`src/pkg/ebpmw_pkg.sv`:
```
// Constants, register map and carrier types for the expansion bus pin mux.
// Assumes one 100 MHz clock and a synchronous active-low reset.
package ebpmw_pkg;
  localparam int ADDR_W = 32;
  localparam int DATA_W = 32;
  localparam int REG_AW = 8;
  localparam logic [7:0] OFF_BUS_CONTROL_ONE = 8'h00;
  localparam logic [7:0] OFF_STROBE_ROUTING = 8'h04;
  localparam logic [7:0] OFF_LOW_ADDR_ROUTING = 8'h08;
  localparam logic [7:0] OFF_MID_ADDR_ROUTING = 8'h0C;
  localparam logic [7:0] OFF_UPPER_ADDR_ROUTING = 8'h10;
  localparam logic [7:0] OFF_TOP_ADDR_ROUTING = 8'h14;
  localparam logic [7:0] OFF_DATA_ROUTING = 8'h18;
  localparam logic [7:0] OFF_REGION_CONTROL = 8'h1C;
  localparam logic [7:0] OFF_REGION_BASE = 8'h20;
  localparam logic [7:0] OFF_REGION_MASK = 8'h24;
  localparam logic [7:0] OFF_STATUS = 8'h28;
  // Pad layout
  localparam int EXT_ADDR_LINES = 30;
  localparam int WIDE_ADDR_LINES = 22;
  localparam int EXT_DATA_LINES = 8;
  localparam int CS_LINES = 4;
  localparam int WR_LINES = 2;
  localparam int PAD_COUNT = 46;
  localparam int PAD_DATA = 30;
  localparam int PAD_HOLD = 45;
  localparam int PAD_CS = 38;
  localparam int PAD_WR = 42;
  localparam int PAD_OE = 44;
  // Field positions
  localparam int HOLD_ROUTE_BIT = 7;
  localparam int CS_ROUTE_LSB = 3;
  localparam int WR_ROUTE_LSB = 1;
  localparam int OE_ROUTE_BIT = 0;
  localparam int LOW_WR_LSB = 6;
  localparam int LOW_ADDR_LINES = 6;
  localparam int WIDE_BUS_BIT = 0;
  localparam int WAIT_LSB = 4;
  localparam int WAIT_W = 4;
  localparam logic [3:0] MODE_EXT8_BE = 4'h4;
  localparam int STATUS_BUSY_BIT = 8;
  localparam int STATUS_HOLD_BIT = 9;
  localparam int STATUS_ERR_BIT = 10;
  // Reset values
  localparam logic [7:0] RST_ROUTING = 8'h00;
  localparam logic [15:0] RST_REGION_CONTROL = 16'h0000;
  localparam logic [31:0] RST_REGION_BASE = 32'h0050_0000;
  localparam logic [31:0] RST_REGION_MASK = 32'h0007_FFFF;
  // Timing
  localparam int CLK_PERIOD_PS = 10000;
  localparam int CS_LEAD_PS = 33200;
  localparam int COUNT_W = 4;
  localparam logic [COUNT_W-1:0] CS_LEAD_CYCLES =
    COUNT_W'((CS_LEAD_PS + CLK_PERIOD_PS - 1) / CLK_PERIOD_PS);
  localparam logic [COUNT_W-1:0] MIN_WAITS = 4'h1;
  localparam logic [COUNT_W-1:0] FINISH_CYCLES = 4'h3;
  localparam logic [1:0] RESP_OKAY = 2'h0;
  localparam logic [1:0] RESP_SLVERR = 2'h2;
  typedef enum logic [1:0] {
    ST_IDLE = 2'b00,
    ST_LEAD = 2'b01,
    ST_STROBE = 2'b10,
    ST_FINISH = 2'b11
  } ebpmw_state_type;
  typedef struct packed {
    logic [31:0] addr;
    logic write;
    logic [7:0] wdata;
  } ebpmw_req_type;
  typedef struct packed {
    logic oe;
    logic [WR_LINES-1:0] wr;
    logic [CS_LINES-1:0] cs;
  } ebpmw_strobe_type;
endpackage

```
`src/verilog/ebpmw_top.sv`:
```
// Expansion bus unit: AXI4-Lite registers, pin routing and the access sequencer.
// Assumes pads resolved outside; pad inputs are asynchronous to aclk.
`timescale 1ns/1ps
module ebpmw_top
  import ebpmw_pkg::*;
(
  // Clock and reset
  input wire logic aclk,
  input wire logic aresetn,
  // AXI4-Lite slave
  input wire logic [ADDR_W-1:0] s_axi_awaddr,
  input wire logic s_axi_awvalid,
  output logic s_axi_awready,
  input wire logic [DATA_W-1:0] s_axi_wdata,
  input wire logic [3:0] s_axi_wstrb,
  input wire logic s_axi_wvalid,
  output logic s_axi_wready,
  output logic [1:0] s_axi_bresp,
  output logic s_axi_bvalid,
  input wire logic s_axi_bready,
  input wire logic [ADDR_W-1:0] s_axi_araddr,
  input wire logic s_axi_arvalid,
  output logic s_axi_arready,
  output logic [DATA_W-1:0] s_axi_rdata,
  output logic [1:0] s_axi_rresp,
  output logic s_axi_rvalid,
  input wire logic s_axi_rready,
  // On-chip memory requests
  input wire logic req_valid,
  input wire ebpmw_req_type req,
  output logic req_ready,
  output logic resp_valid,
  output logic [7:0] resp_rdata,
  output logic resp_error,
  // General-purpose I/O side
  input wire logic [PAD_COUNT-1:0] gpio_out,
  input wire logic [PAD_COUNT-1:0] gpio_oe,
  // Pads
  input wire logic [PAD_COUNT-1:0] pad_in,
  output logic [PAD_COUNT-1:0] pad_out,
  output logic [PAD_COUNT-1:0] pad_oe
);

  function automatic logic [31:0] merge_strb(input logic [31:0] old_v,
                                             input logic [31:0] new_v,
                                             input logic [3:0] strb);
    logic [31:0] r;
    r = old_v;
    for (int i = 0; i < 4; i++) begin
      if (strb[i]) begin
        r[i*8 +: 8] = new_v[i*8 +: 8];
      end
    end
    return r;
  endfunction

  // Registers
  logic [7:0] bus_control_one, next_bus_control_one;
  logic [7:0] strobe_pin_routing, next_strobe_pin_routing;
  logic [7:0] low_address_pin_routing, next_low_address_pin_routing;
  logic [7:0] mid_address_shared_pin_routing, next_mid_address_shared_pin_routing;
  logic [7:0] upper_address_pin_routing, next_upper_address_pin_routing;
  logic [7:0] top_address_pin_routing, next_top_address_pin_routing;
  logic [7:0] data_pin_routing, next_data_pin_routing;
  logic [15:0] external_region_control, next_external_region_control;
  logic [31:0] region_base, next_region_base;
  logic [31:0] region_mask, next_region_mask;
  // AXI state
  logic aw_held, next_aw_held;
  logic [REG_AW-1:0] aw_addr, next_aw_addr;
  logic w_held, next_w_held;
  logic [31:0] w_data, next_w_data;
  logic [3:0] w_strb, next_w_strb;
  logic next_awready, next_wready, next_bvalid, next_arready, next_rvalid;
  logic [1:0] next_bresp, next_rresp;
  logic [31:0] next_rdata;
  // Access sequencer state
  ebpmw_state_type state, next_state;
  logic [COUNT_W-1:0] count, next_count;
  ebpmw_req_type cur, next_cur;
  logic next_req_ready, next_resp_valid, next_resp_error;
  logic [7:0] next_resp_rdata;
  logic last_error, next_last_error;
  // Pad state
  logic [PAD_COUNT-1:0] sync1, sync2;
  logic [PAD_COUNT-1:0] next_pad_out, next_pad_oe;

  logic hold_active;
  logic [COUNT_W-1:0] eff_waits;
  logic region_hit;
  logic [31:0] status_word;

  assign hold_active = strobe_pin_routing[HOLD_ROUTE_BIT] & sync2[PAD_HOLD];
  assign eff_waits = (external_region_control[WAIT_LSB +: WAIT_W] < MIN_WAITS) ?
                     MIN_WAITS : external_region_control[WAIT_LSB +: WAIT_W];
  assign region_hit = ((req.addr & ~region_mask) == (region_base & ~region_mask)) &&
                      (external_region_control[3:0] == MODE_EXT8_BE) &&
                      !bus_control_one[WIDE_BUS_BIT];
  assign status_word = {21'h000000, last_error, hold_active, state != ST_IDLE, resp_rdata};

  // Register bus
  always_comb begin
    logic [31:0] wv;
    logic wr_ok;
    wv = 32'h0000_0000;
    wr_ok = 1'b1;
    next_bus_control_one = bus_control_one;
    next_strobe_pin_routing = strobe_pin_routing;
    next_low_address_pin_routing = low_address_pin_routing;
    next_mid_address_shared_pin_routing = mid_address_shared_pin_routing;
    next_upper_address_pin_routing = upper_address_pin_routing;
    next_top_address_pin_routing = top_address_pin_routing;
    next_data_pin_routing = data_pin_routing;
    next_external_region_control = external_region_control;
    next_region_base = region_base;
    next_region_mask = region_mask;
    next_aw_held = aw_held;
    next_aw_addr = aw_addr;
    next_w_held = w_held;
    next_w_data = w_data;
    next_w_strb = w_strb;
    next_bvalid = s_axi_bvalid;
    next_bresp = s_axi_bresp;
    next_rvalid = s_axi_rvalid;
    next_rresp = s_axi_rresp;
    next_rdata = s_axi_rdata;
    if (s_axi_awvalid && s_axi_awready) begin
      next_aw_held = 1'b1;
      next_aw_addr = s_axi_awaddr[REG_AW-1:0];
    end
    if (s_axi_wvalid && s_axi_wready) begin
      next_w_held = 1'b1;
      next_w_data = s_axi_wdata;
      next_w_strb = s_axi_wstrb;
    end
    if (s_axi_bvalid && s_axi_bready) begin
      next_bvalid = 1'b0;
    end
    if (next_aw_held && next_w_held && !next_bvalid) begin
      if (next_aw_addr == OFF_BUS_CONTROL_ONE) begin
        wv = merge_strb({24'h000000, bus_control_one}, next_w_data, next_w_strb);
        next_bus_control_one = wv[7:0];
      end else if (next_aw_addr == OFF_STROBE_ROUTING) begin
        wv = merge_strb({24'h000000, strobe_pin_routing}, next_w_data, next_w_strb);
        next_strobe_pin_routing = wv[7:0];
      end else if (next_aw_addr == OFF_LOW_ADDR_ROUTING) begin
        wv = merge_strb({24'h000000, low_address_pin_routing}, next_w_data, next_w_strb);
        next_low_address_pin_routing = wv[7:0];
      end else if (next_aw_addr == OFF_MID_ADDR_ROUTING) begin
        wv = merge_strb({24'h000000, mid_address_shared_pin_routing}, next_w_data,
                        next_w_strb);
        next_mid_address_shared_pin_routing = wv[7:0];
      end else if (next_aw_addr == OFF_UPPER_ADDR_ROUTING) begin
        wv = merge_strb({24'h000000, upper_address_pin_routing}, next_w_data, next_w_strb);
        next_upper_address_pin_routing = wv[7:0];
      end else if (next_aw_addr == OFF_TOP_ADDR_ROUTING) begin
        wv = merge_strb({24'h000000, top_address_pin_routing}, next_w_data, next_w_strb);
        next_top_address_pin_routing = wv[7:0];
      end else if (next_aw_addr == OFF_DATA_ROUTING) begin
        wv = merge_strb({24'h000000, data_pin_routing}, next_w_data, next_w_strb);
        next_data_pin_routing = wv[7:0];
      end else if (next_aw_addr == OFF_REGION_CONTROL) begin
        wv = merge_strb({16'h0000, external_region_control}, next_w_data, next_w_strb);
        next_external_region_control = wv[15:0];
      end else if (next_aw_addr == OFF_REGION_BASE) begin
        next_region_base = merge_strb(region_base, next_w_data, next_w_strb);
      end else if (next_aw_addr == OFF_REGION_MASK) begin
        next_region_mask = merge_strb(region_mask, next_w_data, next_w_strb);
      end else if (next_aw_addr != OFF_STATUS) begin
        wr_ok = 1'b0;
      end else begin
        wr_ok = 1'b1;
      end
      next_aw_held = 1'b0;
      next_w_held = 1'b0;
      next_bvalid = 1'b1;
      next_bresp = wr_ok ? RESP_OKAY : RESP_SLVERR;
    end
    if (s_axi_rvalid && s_axi_rready) begin
      next_rvalid = 1'b0;
    end
    if (s_axi_arvalid && s_axi_arready) begin
      next_rvalid = 1'b1;
      next_rresp = RESP_OKAY;
      if (s_axi_araddr[REG_AW-1:0] == OFF_BUS_CONTROL_ONE) begin
        next_rdata = {24'h000000, bus_control_one};
      end else if (s_axi_araddr[REG_AW-1:0] == OFF_STROBE_ROUTING) begin
        next_rdata = {24'h000000, strobe_pin_routing};
      end else if (s_axi_araddr[REG_AW-1:0] == OFF_LOW_ADDR_ROUTING) begin
        next_rdata = {24'h000000, low_address_pin_routing};
      end else if (s_axi_araddr[REG_AW-1:0] == OFF_MID_ADDR_ROUTING) begin
        next_rdata = {24'h000000, mid_address_shared_pin_routing};
      end else if (s_axi_araddr[REG_AW-1:0] == OFF_UPPER_ADDR_ROUTING) begin
        next_rdata = {24'h000000, upper_address_pin_routing};
      end else if (s_axi_araddr[REG_AW-1:0] == OFF_TOP_ADDR_ROUTING) begin
        next_rdata = {24'h000000, top_address_pin_routing};
      end else if (s_axi_araddr[REG_AW-1:0] == OFF_DATA_ROUTING) begin
        next_rdata = {24'h000000, data_pin_routing};
      end else if (s_axi_araddr[REG_AW-1:0] == OFF_REGION_CONTROL) begin
        next_rdata = {16'h0000, external_region_control};
      end else if (s_axi_araddr[REG_AW-1:0] == OFF_REGION_BASE) begin
        next_rdata = region_base;
      end else if (s_axi_araddr[REG_AW-1:0] == OFF_REGION_MASK) begin
        next_rdata = region_mask;
      end else if (s_axi_araddr[REG_AW-1:0] == OFF_STATUS) begin
        next_rdata = status_word;
      end else begin
        next_rdata = 32'h0000_0000;
        next_rresp = RESP_SLVERR;
      end
    end
    next_awready = !next_aw_held && !next_bvalid;
    next_wready = !next_w_held && !next_bvalid;
    next_arready = !next_rvalid;
  end

  always_ff @(posedge aclk) begin
    if (!aresetn) begin
      bus_control_one <= RST_ROUTING;
      strobe_pin_routing <= RST_ROUTING;
      low_address_pin_routing <= RST_ROUTING;
      mid_address_shared_pin_routing <= RST_ROUTING;
      upper_address_pin_routing <= RST_ROUTING;
      top_address_pin_routing <= RST_ROUTING;
      data_pin_routing <= RST_ROUTING;
      external_region_control <= RST_REGION_CONTROL;
      region_base <= RST_REGION_BASE;
      region_mask <= RST_REGION_MASK;
      aw_held <= 1'b0;
      aw_addr <= 8'h00;
      w_held <= 1'b0;
      w_data <= 32'h0000_0000;
      w_strb <= 4'h0;
      s_axi_awready <= 1'b0;
      s_axi_wready <= 1'b0;
      s_axi_bvalid <= 1'b0;
      s_axi_bresp <= RESP_OKAY;
      s_axi_arready <= 1'b0;
      s_axi_rvalid <= 1'b0;
      s_axi_rresp <= RESP_OKAY;
      s_axi_rdata <= 32'h0000_0000;
    end else begin
      bus_control_one <= next_bus_control_one;
      strobe_pin_routing <= next_strobe_pin_routing;
      low_address_pin_routing <= next_low_address_pin_routing;
      mid_address_shared_pin_routing <= next_mid_address_shared_pin_routing;
      upper_address_pin_routing <= next_upper_address_pin_routing;
      top_address_pin_routing <= next_top_address_pin_routing;
      data_pin_routing <= next_data_pin_routing;
      external_region_control <= next_external_region_control;
      region_base <= next_region_base;
      region_mask <= next_region_mask;
      aw_held <= next_aw_held;
      aw_addr <= next_aw_addr;
      w_held <= next_w_held;
      w_data <= next_w_data;
      w_strb <= next_w_strb;
      s_axi_awready <= next_awready;
      s_axi_wready <= next_wready;
      s_axi_bvalid <= next_bvalid;
      s_axi_bresp <= next_bresp;
      s_axi_arready <= next_arready;
      s_axi_rvalid <= next_rvalid;
      s_axi_rresp <= next_rresp;
      s_axi_rdata <= next_rdata;
    end
  end

  // Access sequencer
  always_comb begin
    next_state = state;
    next_count = count;
    next_cur = cur;
    next_req_ready = req_ready;
    next_resp_valid = 1'b0;
    next_resp_error = resp_error;
    next_resp_rdata = resp_rdata;
    next_last_error = last_error;
    case (state)
      ST_IDLE: begin
        next_req_ready = 1'b1;
        if (req_valid && req_ready) begin
          if (region_hit) begin
            next_cur = req;
            next_state = ST_LEAD;
            next_count = CS_LEAD_CYCLES - MIN_WAITS;
            next_req_ready = 1'b0;
          end else begin
            next_resp_valid = 1'b1;
            next_resp_error = 1'b1;
            next_last_error = 1'b1;
          end
        end
      end
      ST_LEAD: begin
        if (count == '0) begin
          next_state = ST_STROBE;
          next_count = eff_waits - MIN_WAITS;
        end else begin
          next_count = count - MIN_WAITS;
        end
      end
      ST_STROBE: begin
        if (count != '0) begin
          next_count = count - MIN_WAITS;
        end else if (!hold_active) begin
          next_state = ST_FINISH;
          next_count = FINISH_CYCLES - MIN_WAITS;
        end
      end
      ST_FINISH: begin
        if (count == '0) begin
          next_state = ST_IDLE;
          next_req_ready = 1'b1;
          next_resp_valid = 1'b1;
          next_resp_error = 1'b0;
          next_last_error = 1'b0;
          if (!cur.write) begin
            next_resp_rdata = sync2[PAD_DATA +: EXT_DATA_LINES];
          end
        end else begin
          next_count = count - MIN_WAITS;
        end
      end
      default: begin
        next_state = ST_IDLE;
      end
    endcase
  end

  always_ff @(posedge aclk) begin
    if (!aresetn) begin
      state <= ST_IDLE;
      count <= '0;
      cur <= '0;
      req_ready <= 1'b0;
      resp_valid <= 1'b0;
      resp_error <= 1'b0;
      resp_rdata <= 8'h00;
      last_error <= 1'b0;
    end else begin
      state <= next_state;
      count <= next_count;
      cur <= next_cur;
      req_ready <= next_req_ready;
      resp_valid <= next_resp_valid;
      resp_error <= next_resp_error;
      resp_rdata <= next_resp_rdata;
      last_error <= next_last_error;
    end
  end

  // Pin routing
  always_comb begin
    logic [PAD_COUNT-1:0] route;
    logic [PAD_COUNT-1:0] bus_val;
    logic [PAD_COUNT-1:0] bus_en;
    ebpmw_strobe_type stb;
    route = '0;
    stb = '0;
    stb.cs[0] = (state != ST_IDLE);
    stb.oe = (state == ST_STROBE) && !cur.write;
    stb.wr[0] = (state == ST_STROBE) && cur.write;
    route[LOW_ADDR_LINES-1:0] = low_address_pin_routing[LOW_ADDR_LINES-1:0];
    route[13:LOW_ADDR_LINES] = mid_address_shared_pin_routing;
    route[21:14] = upper_address_pin_routing;
    route[29:22] = bus_control_one[WIDE_BUS_BIT] ? 8'h00 : top_address_pin_routing;
    route[PAD_DATA +: EXT_DATA_LINES] = data_pin_routing;
    route[PAD_CS +: CS_LINES] = strobe_pin_routing[CS_ROUTE_LSB +: CS_LINES];
    route[PAD_WR +: WR_LINES] = strobe_pin_routing[WR_ROUTE_LSB +: WR_LINES] |
                            low_address_pin_routing[LOW_WR_LSB +: WR_LINES];
    route[PAD_OE] = strobe_pin_routing[OE_ROUTE_BIT];
    route[PAD_HOLD] = strobe_pin_routing[HOLD_ROUTE_BIT];
    bus_val = {1'b0, ~stb, cur.wdata, cur.addr[EXT_ADDR_LINES-1:0]};
    bus_en = {1'b0, {7{1'b1}}, {EXT_DATA_LINES{cur.write && state != ST_IDLE}},
              {EXT_ADDR_LINES{1'b1}}};
    for (int i = 0; i < PAD_COUNT; i++) begin
      next_pad_out[i] = route[i] ? bus_val[i] : gpio_out[i];
      next_pad_oe[i] = route[i] ? bus_en[i] : gpio_oe[i];
    end
  end

  always_ff @(posedge aclk) begin
    if (!aresetn) begin
      sync1 <= '0;
      sync2 <= '0;
      pad_out <= '0;
      pad_oe <= '0;
    end else begin
      sync1 <= pad_in;
      sync2 <= sync1;
      pad_out <= next_pad_out;
      pad_oe <= next_pad_oe;
    end
  end

endmodule

```
`config.mk`:
```
export PLATFORM = sky130hd
export DESIGN_NAME = ebpmw_top
export DESIGN_NICKNAME = d
export VERILOG_FILES = /design/src/pkg/ebpmw_pkg.sv /design/src/verilog/ebpmw_top.sv
export SDC_FILE = /design/constraint.sdc
export NUM_CORES = 1
export LEC_CHECK = 0
export BUFFER_PORTS_ARGS = -buffer_cell sky130_fd_sc_hd__buf_4
export CAP_MARGIN = 20
export CORE_ASPECT_RATIO = 1.1
export CORE_MARGIN = 1.5
export CORE_UTILIZATION = 47
export DETAILED_ROUTE_END_ITERATION = 8
export PLACE_DENSITY = 0.82
export SLEW_MARGIN = 10
export SYNTH_ARGS = -nofsm -noshare
export SYNTH_HDL_FRONTEND = slang
export SYNTH_SLANG_ARGS = --single-unit
```
`constraint.sdc`:
```
create_clock -name aclk -period 2.2 [get_ports aclk]
set_clock_uncertainty 0.05 [all_clocks]
set_input_delay 0 -clock aclk [delete_from_list [all_inputs] [get_ports aclk]]
set_output_delay 0 -clock aclk [all_outputs]
set_load 0.1 [all_outputs]
```
# [After elaboration in Yosys (flattened, before gate mapping)]
# Cells that the tools add are included.
[word_totals] regBits=463 in_bits=287 out_inout_bits=144
[op_classes] addsub=2 magnitude_cmp=1 n_eq_ne=34 muxes=163 n_bitwise=17 n_reduce_logical=53
[ops] op="32-bit two-way mux" count=11
[ops] op="1-bit two-way mux" count=118
[ops] op="32-bit bitwise AND" count=2
[ops] op="8-bit by 5-bit == test with 1-bit output (second input constant)" count=8
[ops] op="12-bit AND reduction" count=4
[ops] op="11-bit AND reduction" count=4
[ops] op="8-bit by 6-bit == test with 1-bit output (second input constant)" count=5
[ops] op="2-bit two-way mux" count=18
[ops] op="32-bit == test" count=1
[ops] op="8-bit by 4-bit == test with 1-bit output (second input constant)" count=4
[ops] op="4-bit two-way mux" count=8
[ops] op="32-bit NOT" count=1
[ops] op="10-bit AND reduction" count=2
[ops] op="8-bit by 3-bit == test with 1-bit output (second input constant)" count=2
[ops] op="8-bit zero test" count=2
[ops] op="8-bit two-way mux" count=2
[ops] op="2-bit != test (second input constant)" count=8
[ops] op="4-bit one-hot mux with 4 select lines" count=1
[ops] op="1-bit logical AND" count=15
[ops] op="4-bit AND reduction" count=3
[ops] op="6-bit AND reduction" count=2
[ops] op="11-bit two-way mux" count=1
[ops] op="1-bit NOT" count=11
[ops] op="3-bit AND reduction" count=3
[ops] op="other kinds (23)" count=34

# [Logic depth before layout (Yosys ltp)]
# Gate-level depths: netlist of run 1.
[depth] ltp_word=16 ltp_mapped=9

# [Worst setup path after synthesis of run 1]
# Ideal clock, no wire load.
[synth_path] path_kind="register -> register" startpoint="reg s_axi_awready" endpoint="reg region_mask[10]" setup_time_ps=129 arrival_ps=2848 required_ps=2021 slack_ps=-827 path_stages_with_launch=10 synth_period_minus_slack_ps=3027 cell_sequence="dfxtp_1 nand2_2 buf_6 o31ai_1 and2_1 buf_2 nor4bb_1 buf_2 mux2i_1 nand2_1"
[synth_via] elab_chain_len=5
[synth_lines] item="start: declaration" line_no="ebpmw_top.sv:13" rtl="output logic s_axi_awready,"
[synth_lines] item="start signal: assignment" line_no="ebpmw_top.sv:258" rtl="s_axi_awready <= next_awready;"
[synth_lines] item="1-bit logical AND *" line_no="ebpmw_top.sv:127" rtl="if (s_axi_awvalid && s_axi_awready) begin"
[synth_lines] item="8-bit two-way mux or 1-bit two-way mux (tied branches)" line_no="ebpmw_top.sv:127"
[synth_lines] item="8-bit by 6-bit == test with 1-bit output, or another cell as far along" line_no="ebpmw_top.sv:165" rtl="end else if (next_aw_addr == OFF_REGION_BASE) begin"
[synth_lines] item="1-bit NOT (no source line) or 1-bit logical AND (tied branches)"
[synth_lines] item="12-bit AND reduction (no source line) *"
[synth_lines] item="end signal: assignment" line_no="ebpmw_top.sv:252" rtl="region_mask <= next_region_mask;"
[synth_lines] item="end: declaration" line_no="ebpmw_top.sv:67" rtl="logic [31:0] region_mask, next_region_mask;"
# Every way passes the cells marked *; elsewhere a longest branch is shown, timed or not.
# A chain may end at the register's enable or synchronous reset.

# [Worst setup path after layout of run 1]
[layout_path] startpoint="reg region_base[18]" endpoint="reg cur[5] (netlist bit)"
[layout_via] elab_chain_len=5
[layout_lines] item="start: declaration" line_no="ebpmw_top.sv:66" rtl="logic [31:0] region_base, next_region_base;"
[layout_lines] item="start signal: assignment" line_no="ebpmw_top.sv:251" rtl="region_base <= next_region_base;"
[layout_lines] item="32-bit bitwise AND" line_no="ebpmw_top.sv:96" rtl="assign region_hit = ((req.addr & ~region_mask) == (region_base & ~region_mask)) &&"
[layout_lines] item="32-bit == test" line_no="ebpmw_top.sv:96"
[layout_lines] item="1-bit logical AND" line_no="ebpmw_top.sv:96"
[layout_lines] item="1-bit logical AND" line_no="ebpmw_top.sv:97" rtl="(external_region_control[3:0] == MODE_EXT8_BE) &&"
[layout_lines] item="3-bit AND reduction (no source line)"
[layout_lines] item="end signal: assignment" line_no="ebpmw_top.sv:344" rtl="cur <= next_cur;"
[layout_lines] item="end: declaration" line_no="ebpmw_top.sv:80" rtl="ebpmw_req_type cur, next_cur;"
# Every way passes these cells.

==> results of run 1 <==
-- sequential cells by signal, indices dropped and copies added, names as in the netlist, 9 cells and up --
signal                   cells
region_mask                 32
pad_oe                      46
pad_out                     46
cur                         39
region_base                 32
sync2                        9
s_axi_rdata                 32
w_data                      32
external_region_control     16
sync1                        9
-- cells in the mapped netlist (6+ instances only) --
library cell and n:
nand2b_1 17, o21ai_0 36, ha_1 6, o2bb2ai_1 7, clkbuf_1 83, nand2_1 144, mux2_2 35, nor2_1 299
buf_2 12, and3_1 8, o31ai_1 6, xnor2_1 33, inv_1 24, nand3_1 15, nor3_1 57, a221oi_1 19
a21oi_1 77, dfxtp_1 387, a2bb2oi_1 12, a22oi_1 6, nor4_1 6, and2_1 59, o22ai_1 22, mux2i_1 215
-- worst register-to-register path: cells and delay by family (launching register included) --
kind	cells	cell delay, ps
and+or+nand+nor	2	610
muxes	1	230
DFF	1	370
AOI/OAI and AO/OA	2	400
xor gates and xnor gates	1	250
buffers and inverters	2	360
-- where the power goes --
part	internal (mW)	leakage [nW]	switching [mW]	total (mW)
registers	7.19	3.16	0.0807	7.27
logic	1.00	6.00	1.87	2.87
clock network	3.93	0.641	2.82	6.75
-- metal layers --
metal | GRT usage | share of wire | vias up
li1 | - | - | 7003
met1 | 0.377 | 0.36 | 7558
met2 | 0.544 | 0.47 | 1007
met3 | 0.0674 | 0.084 | 332
met4 | 0.234 | 0.083 | 0
met5 | 0 | 0 | -
-- final timing paths --
check,startpoint,end,cells past startpoint
max,region_base[18],cur[5],8
min reg2reg,sync1[30],sync2[30],1
min,s_axi_araddr[3],s_axi_rdata[7],4
max reg2reg,region_base[18],cur[5],8
-- final cells by class --
class | count | area (µm²)
clock inverters | 15 | 168
repair buffers | 638 | 5610
clock buffers | 54 | 1120
diodes | 3 | 7.51
inverters | 25 | 101
well taps | 432 | 541
fillers | 2197 | 9950
flip-flops and latches | 387 | 7770
multi-input cells | 1178 | 7920
-- cell families after synthesis --
logic type	synth area share
other cells	0.000237
mux	0.162
flops	0.491
buf+inv	0.0328
simple gates	0.186
compound gates	0.104
xor+xnor	0.0189
fa+ha+maj	0.00475
-- repair_timing --
item,CTS,global route
cloned,1,6
gates resized for setup,11,68
pin swaps,5,14
hold endpoints to repair,255,0
setup endpoints to repair,74,187
hold buffers,203,0
buffers inserted,2,3
==> results.json, run 1 <==
{
  "io_buffer_count": 343,
  "path_delay_family": "simple AND/OR/NAND/NOR gates",
  "grt_remaining_overflow": 0,
  "die_w_um": 178,
  "die_h_um": 195,
  "end_kind": "register",
  "num_vias": 15900,
  "start_util": 0.476,
  "routed_wl_um": 61200,
  "hpwl_um": 38000,
  "dieArea_mm2": 0.0347,
  "avgSynthCellArea_um2": 9.33,
  "ys_ff_latch": 387,
  "grt_pass1_vias": 15700,
  "synthDistinctLibCells": 74,
  "clkLatencyLatePin_ps": 560,
  "post-route-drc-count": 0,
  "path_cells": "xnor2_4 > o22ai_2 > nor4_2 > o2111ai_2 > nor3_4 > buf_6 > buf_16 > mux2i_1",
  "fin_area_mm2": 0.0232,
  "rows": 70,
  "wire_per_inst_um": 22.4,
  "reg2reg_slack_ps": -170,
  "gp_congestion": 0.940,
  "crit_path_start_kind": "register",
  "grt_pass1_wl_um": 87500,
  "final_cell_mix": "buf_4, dfxtp_1, nor2_1",
  "place_area_mm2": 0.0194,
  "crit_buf_inv": 2,
  "dr.pass1.iters": 5,
  "final_common_cell": "buf_4",
  "syn_area_mm2": 0.0158,
  "fin_crit_ps": 2370,
  "timing.hold.ws_ps": 34.7,
  "violations": "setup timing",
  "fin_crit_sh": 1.08,
  "max_stage_delay_ps": 370,
  "max_freq_mhz": 422,
  "syn_inst": 1692,
  "via_per_inst": 5.82,
  "synthFlopType": "dfxtp_1",
  "layout.nets": 2562,
  "dp_cells": 2445,
  "power.total_mw": 16.9,
  "cts_made_buffers": 39,
  "synth_area_leaders": "dfxtp_1, mux2i_1, nor2_1",
  "clock_path_buffers": 3,
  "criticalPathCategory": "register to register",
  "antenna_found_initial": 4,
  "drv_slew": 0,
  "drv_cap": 0,
  "crit_fanout": 5,
  "synth_largest_area_cell": "dfxtp_1",
  "ys_async_sr_fraction": 0,
  "worstHoldPathType": "input port to register",
  "cts-htree-levels": 2,
  "drt-initial-drc-count": 1603,
  "synth_edf_count": 0,
  "rsz0062_at_grt": "yes",
  "core-area_mm2": 0.0332,
  "relSlewSlack": 0.447,
  "setup_tns_ps": -4930,
  "cpMaxStageDelayCell": "dfxtp_4",
  "worstPathRequired_ps": 2610,
  "finalSetupViolCount": 55,
  "clk_pin_slew_ps": 70,
  "seq_area_frac_synth": 0.491,
  "status": "finished with violations",
  "grtUsageTotal": 0.329,
  "netlist.area_leader.share": 0.491,
  "finalHoldViolCount": 0,
  "ctsRootBufferMaster": "clkbuf_16",
  "fin_ws_ps": -169,
  "drive_gt1_frac": 0.269,
  "utilization": 0.700,
  "cts_tree": "done",
  "worstPathArrival_ps": 2780,
  "layoutNonFillerInstCount": 2732,
  "peakVddDrop_uv": 535,
  "area_growth_pct": 47.2,
  "io_pins": 431,
  "grt_max_degree": 89,
  "yosysWarnings": 0,
  "drtAntennaViolNets": 0,
  "tightest_slew_ps": 829,
  "pre_cts_slack_ps": -115,
  "leakage_nw": 9.80,
  "clock-sinks": 387,
  "power_density_mw_per_mm2": 727
}
No activity file was read; power rests on OpenSTA's default activity.
==> run 2, diff against run 1 <==
--- a/config.mk
+++ b/config.mk
@@ -7,7 +7,6 @@
 export LEC_CHECK = 0
 export BUFFER_PORTS_ARGS = -buffer_cell sky130_fd_sc_hd__buf_4
 export CAP_MARGIN = 20
-export CORE_ASPECT_RATIO = 1.1
 export CORE_MARGIN = 1.5
 export CORE_UTILIZATION = 47
 export DETAILED_ROUTE_END_ITERATION = 8
==> results.json, run 2 (synthesized netlist as in run 1, its figures left out) <==
{
  "finalHoldViolCount": 1,
  "io_pins": 431,
  "gp_congestion": 0.915,
  "path_delay_family": "simple AND/OR/NAND/NOR gates",
  "gr-usage-met1": 0.402,
  "antenna_found_initial": 4,
  "routed_wl_um": 68200,
  "cpMaxStageDelayCell": "xnor2_1",
  "dieArea_mm2": 0.0347,
  "worstPathArrival_ps": 3480,
  "cts_made_buffers": 40,
  "peakVddDrop_uv": 528,
  "drive_gt1_frac": 0.290,
  "clk_pin_slew_ps": 70,
  "power.total_mw": 17.2,
  "worstPathRequired_ps": 2570,
  "grtUsageTotal": 0.353,
  "fin_ws_ps": -909,
  "criticalPathCategory": "register to register",
  "num_vias": 16700,
  "setup_tns_ps": -28340,
  "start_util": 0.482,
  "max_freq_mhz": 322,
  "io_buffer_count": 343,
  "drt-initial-drc-count": 2325,
  "fin_crit_sh": 1.41,
  "via_per_inst": 6.07,
  "grt_max_degree": 125,
  "post-route-drc-count": 0,
  "rsz0062_at_grt": "yes",
  "met3_usage": 0.101,
  "grt_pass1_wl_um": 92200,
  "dr.pass1.iters": 6,
  "core-area_mm2": 0.0328,
  "worstHoldPathType": "input port to register",
  "die_h_um": 186,
  "cts-htree-levels": 2,
  "clock-sinks": 387,
  "clkLatencyLatePin_ps": 550,
  "power_density_mw_per_mm2": 732,
  "grt_util_met2": 0.572,
  "hpwl_um": 37200,
  "violations": "hold timing, setup timing",
  "layout.nets": 2563,
  "regArea_mm2": 0.00778,
  "grt_pass1_vias": 15900,
  "area_growth_pct": 49.2,
  "tightest_slew_ps": 1130,
  "clock_path_buffers": 3,
  "crit_fanout": 14,
  "end_kind": "register",
  "fin_crit_ps": 3110,
  "timing.hold.ws_ps": -7.83,
  "ctsRootBufferMaster": "clkbuf_16",
  "path_cells": "xnor2_1 > o2111ai_1 > nor3_2 > nand2_1 > nor3_4 > buf_12 > bufbuf_16 > mux2i_2",
  "finalSetupViolCount": 91,
  "crit_path_start_kind": "register",
  "grt_remaining_overflow": 0,
  "leakage_nw": 9.91,
  "drv_cap": 0,
  "die_w_um": 186,
  "drv_slew": 0,
  "status": "finished with violations",
  "relSlewSlack": 0.245,
  "utilization": 0.719,
  "final_common_cell": "buf_4",
  "crit_buf_inv": 2,
  "cts_tree": "done",
  "pre_cts_slack_ps": -145,
  "final_cell_mix": "buf_4, dfxtp_1, nor2_1",
  "num-fill-cells": 2043,
  "max_stage_delay_ps": 670,
  "wire_per_inst_um": 24.8,
  "rows": 66,
  "grt.busiest_layer": "met2",
  "multiInputGateArea_mm2": 0.00816,
  "largestRegisters": "pad_oe x46, pad_out x46, cur x39",
  "drtAntennaViolNets": 0
}
==> run 2: worst reg2reg max path: cells and delay by family (launching register included) <==
kind,cells,cell delay [ps]
AO/OA/AOI/OAI,1,260
AND/OR/NAND/NOR,3,730
buffers and inverters,2,460
flip-flops,1,400
multiplexers,1,400
XOR/XNOR,1,670
==> run 2: repair_timing <==
action | 4_1_cts | 5_1_grt
gates cloned | 1 | 2
endpoints found under the setup margin | 70 | 185
resized for setup | 15 | 125
buffers inserted | 8 | 13
pin swaps | 11 | 29
hold endpoints to repair | 277 | 1
hold buffers | 197 | 1
==> run 2: per-stage QoR <==
step,cell area (µm²),instances
floorplan,15900,1693
global placement,19400,2448
detailed placement,19400,2448
CTS,22900,2727
global route,23600,2745
finish,23600,2749
==> run 2: final cells by class <==
type                    count  area share
clock inverters            11     0.00446
well taps                 442      0.0235
clock buffers              62      0.0520
diodes                      6    0.000637
repair buffers            638       0.239
multi-input cells        1178       0.346
flip-flops and latches    387       0.330
inverters                  25     0.00430
==> run 2: routing by layer <==
metal	share of wire	wire, µm
met2	0.45	30900
met1	0.35	23600
met4	0.084	5760
met3	0.12	8030
met5	0.00019	13
==> run 2: final timing paths <==
kind              startpoint            end  slack [ps]  cells after the start
min reg2reg        sync2[32]  resp_rdata[2]         380                      2
min            s_axi_awvalid     aw_addr[5]          -8                      5
max          region_base[22]        cur[35]        -910                      8
max reg2reg  region_base[22]        cur[35]        -910                      8
==> run 2: power breakdown <==
part           total, mW  switching [mW]  leakage (nW)  internal, mW
logic               2.97            1.96          6.10          1.02
clock network       6.98            3.00         0.643          3.98
registers           7.28          0.0899          3.17          7.19
total               17.2            5.05          9.91          12.2
==> run 3, diff against run 2 <==
--- a/config.mk
+++ b/config.mk
@@ -9,8 +9,10 @@
 export CAP_MARGIN = 20
 export CORE_MARGIN = 1.5
 export CORE_UTILIZATION = 47
+export CTS_CLUSTER_DIAMETER = 60
 export DETAILED_ROUTE_END_ITERATION = 8
 export PLACE_DENSITY = 0.82
+export RECOVER_POWER = 50
 export SLEW_MARGIN = 10
 export SYNTH_ARGS = -nofsm -noshare
 export SYNTH_HDL_FRONTEND = slang
==> results.json, run 3 (synthesized netlist as in run 1, its figures left out) <==
{
  "dr.pass1.iters": 9,
  "max_freq_mhz": 379,
  "routed_wl_um": 69600,
  "end_kind": "register",
  "pre_cts_slack_ps": -145,
  "setup_tns_ps": -19690,
  "io_buffer_count": 343,
  "fin_crit_ps": 2640,
  "clock_path_buffers": 3,
  "io_pins": 431,
  "path_cells": "a211o_1 > buf_4 > a221o_1 > nor4_4 > buf_4 > buf_6 > buf_4 > a21oi_1 > nor3_2",
  "final_common_cell": "buf_4",
  "cts_tree": "done",
  "hpwl_um": 37200,
  "largestRegisters": "pad_oe x46, pad_out x46, cur x39",
  "grt_remaining_overflow": 0,
  "antenna_found_initial": 7,
  "rsz0062_at_grt": "yes",
  "tightest_slew_ps": 1010,
  "grt_max_degree": 125,
  "core-area_mm2": 0.0328,
  "cts_made_buffers": 43,
  "worstPathRequired_ps": 2540,
  "criticalPathCategory": "register to register",
  "clkLatencyLatePin_ps": 560,
  "worstHoldPathType": "input port to register",
  "cts-htree-levels": 2,
  "fin_area_mm2": 0.0239,
  "rows": 66,
  "num_vias": 16900,
  "peakVddDrop_uv": 510,
  "ctsRootBufferMaster": "clkbuf_16",
  "area_growth_pct": 51.4,
  "layout.nets": 2578,
  "cpMaxStageDelayCell": "nor3_2",
  "crit_fanout": 5,
  "via_per_inst": 6.14,
  "place_area_mm2": 0.0194,
  "drt-initial-drc-count": 2165,
  "relSlewSlack": 0.327,
  "wire_per_inst_um": 25.2,
  "grtUsageTotal": 0.348,
  "worstPathArrival_ps": 2980,
  "clock-sinks": 387,
  "fin_ws_ps": -436,
  "drv_slew": 0,
  "finalSetupViolCount": 162,
  "max_stage_delay_ps": 460,
  "clk_pin_slew_ps": 60,
  "crit_top_cell": "buf_4",
  "grt_pass1_vias": 15900,
  "drv_cap": 0,
  "violations": "setup timing",
  "status": "finished with violations",
  "utilization": 0.729,
  "power_density_mw_per_mm2": 712,
  "timing.hold.ws_ps": 26.4,
  "leakage_nw": 10.0,
  "grt_pass1_wl_um": 91000,
  "finalHoldViolCount": 0,
  "drtAntennaViolNets": 0,
  "post-route-drc-count": 0,
  "dieArea_mm2": 0.0347,
  "die_w_um": 186,
  "crit_path_start_kind": "register",
  "drive_gt1_frac": 0.297,
  "start_util": 0.482,
  "fin_crit_sh": 1.20,
  "gp_congestion": 0.915,
  "final_cell_mix": "buf_4, dfxtp_1, nor2_1",
  "die_h_um": 186
}
run 3: final cells by class:
type / instances / area (µm²)
antenna: 2 / 5.00
inverter: 25 / 101
sequential: 387 / 7780
fill: 1978 / 8880
clock inverter: 11 / 87.6
timing repair buffer: 649 / 5850
tap: 442 / 553
clock buffer: 61 / 1160
multi-input combinational: 1179 / 8370
run 3: power breakdown:
group / switching (mW) / total [mW] / internal (mW) / leakage (nW)
Sequential: 0.0867 / 7.28 / 7.19 / 3.17
Clock: 2.99 / 6.69 / 3.71 / 0.605
Combinational: 2.00 / 3.06 / 1.06 / 6.25
run 3: final timing paths:
kind | from | end | slack (ps) | cells after the start
worst min-delay path | s_axi_araddr[5] | s_axi_rresp[1] | 30 | 5
worst min register to register | sync1[32] | sync2[32] | 380 | 1
worst max-delay path | s_axi_awready | region_base[7] | -440 | 9
worst max register to register | s_axi_awready | region_base[7] | -440 | 9
run 3: routing by layer:
layer,track usage,routed length [µm],vias up
li1,-,-,7027
met4,0.237,6030,8
met2,0.566,30700,1543
met1,0.397,23700,7800
met3,0.102,9040,543
met5,0,84,-
run 3: critical path, delay by kind of cell, from the launching register on:
| kind | cells | cell delay (ps) |
|---|---|---|
| AO/OA/AOI/OAI | 3 | 840 |
| buffers and inverters | 4 | 620 |
| AND/OR/NAND/NOR | 2 | 610 |
| flip-flops | 1 | 360 |
run 3: repair_timing:
action / CTS / global route
setup endpoints to repair: 89 / 167
setup buffers: 3 / 24
hold endpoints to repair: 272 / 1
gates cloned: 2 / 5
gates resized for setup: 49 / 141
pin swaps: 12 / 54
hold buffers: 200 / 1
run 3: stage by stage:
stage	total power, mW	instances
floorplan	9.01	1693
global placement	9.81	2448
detailed placement	9.84	2448
CTS	16.6	2725
global route	17.4	2756
finish	17.0	2756
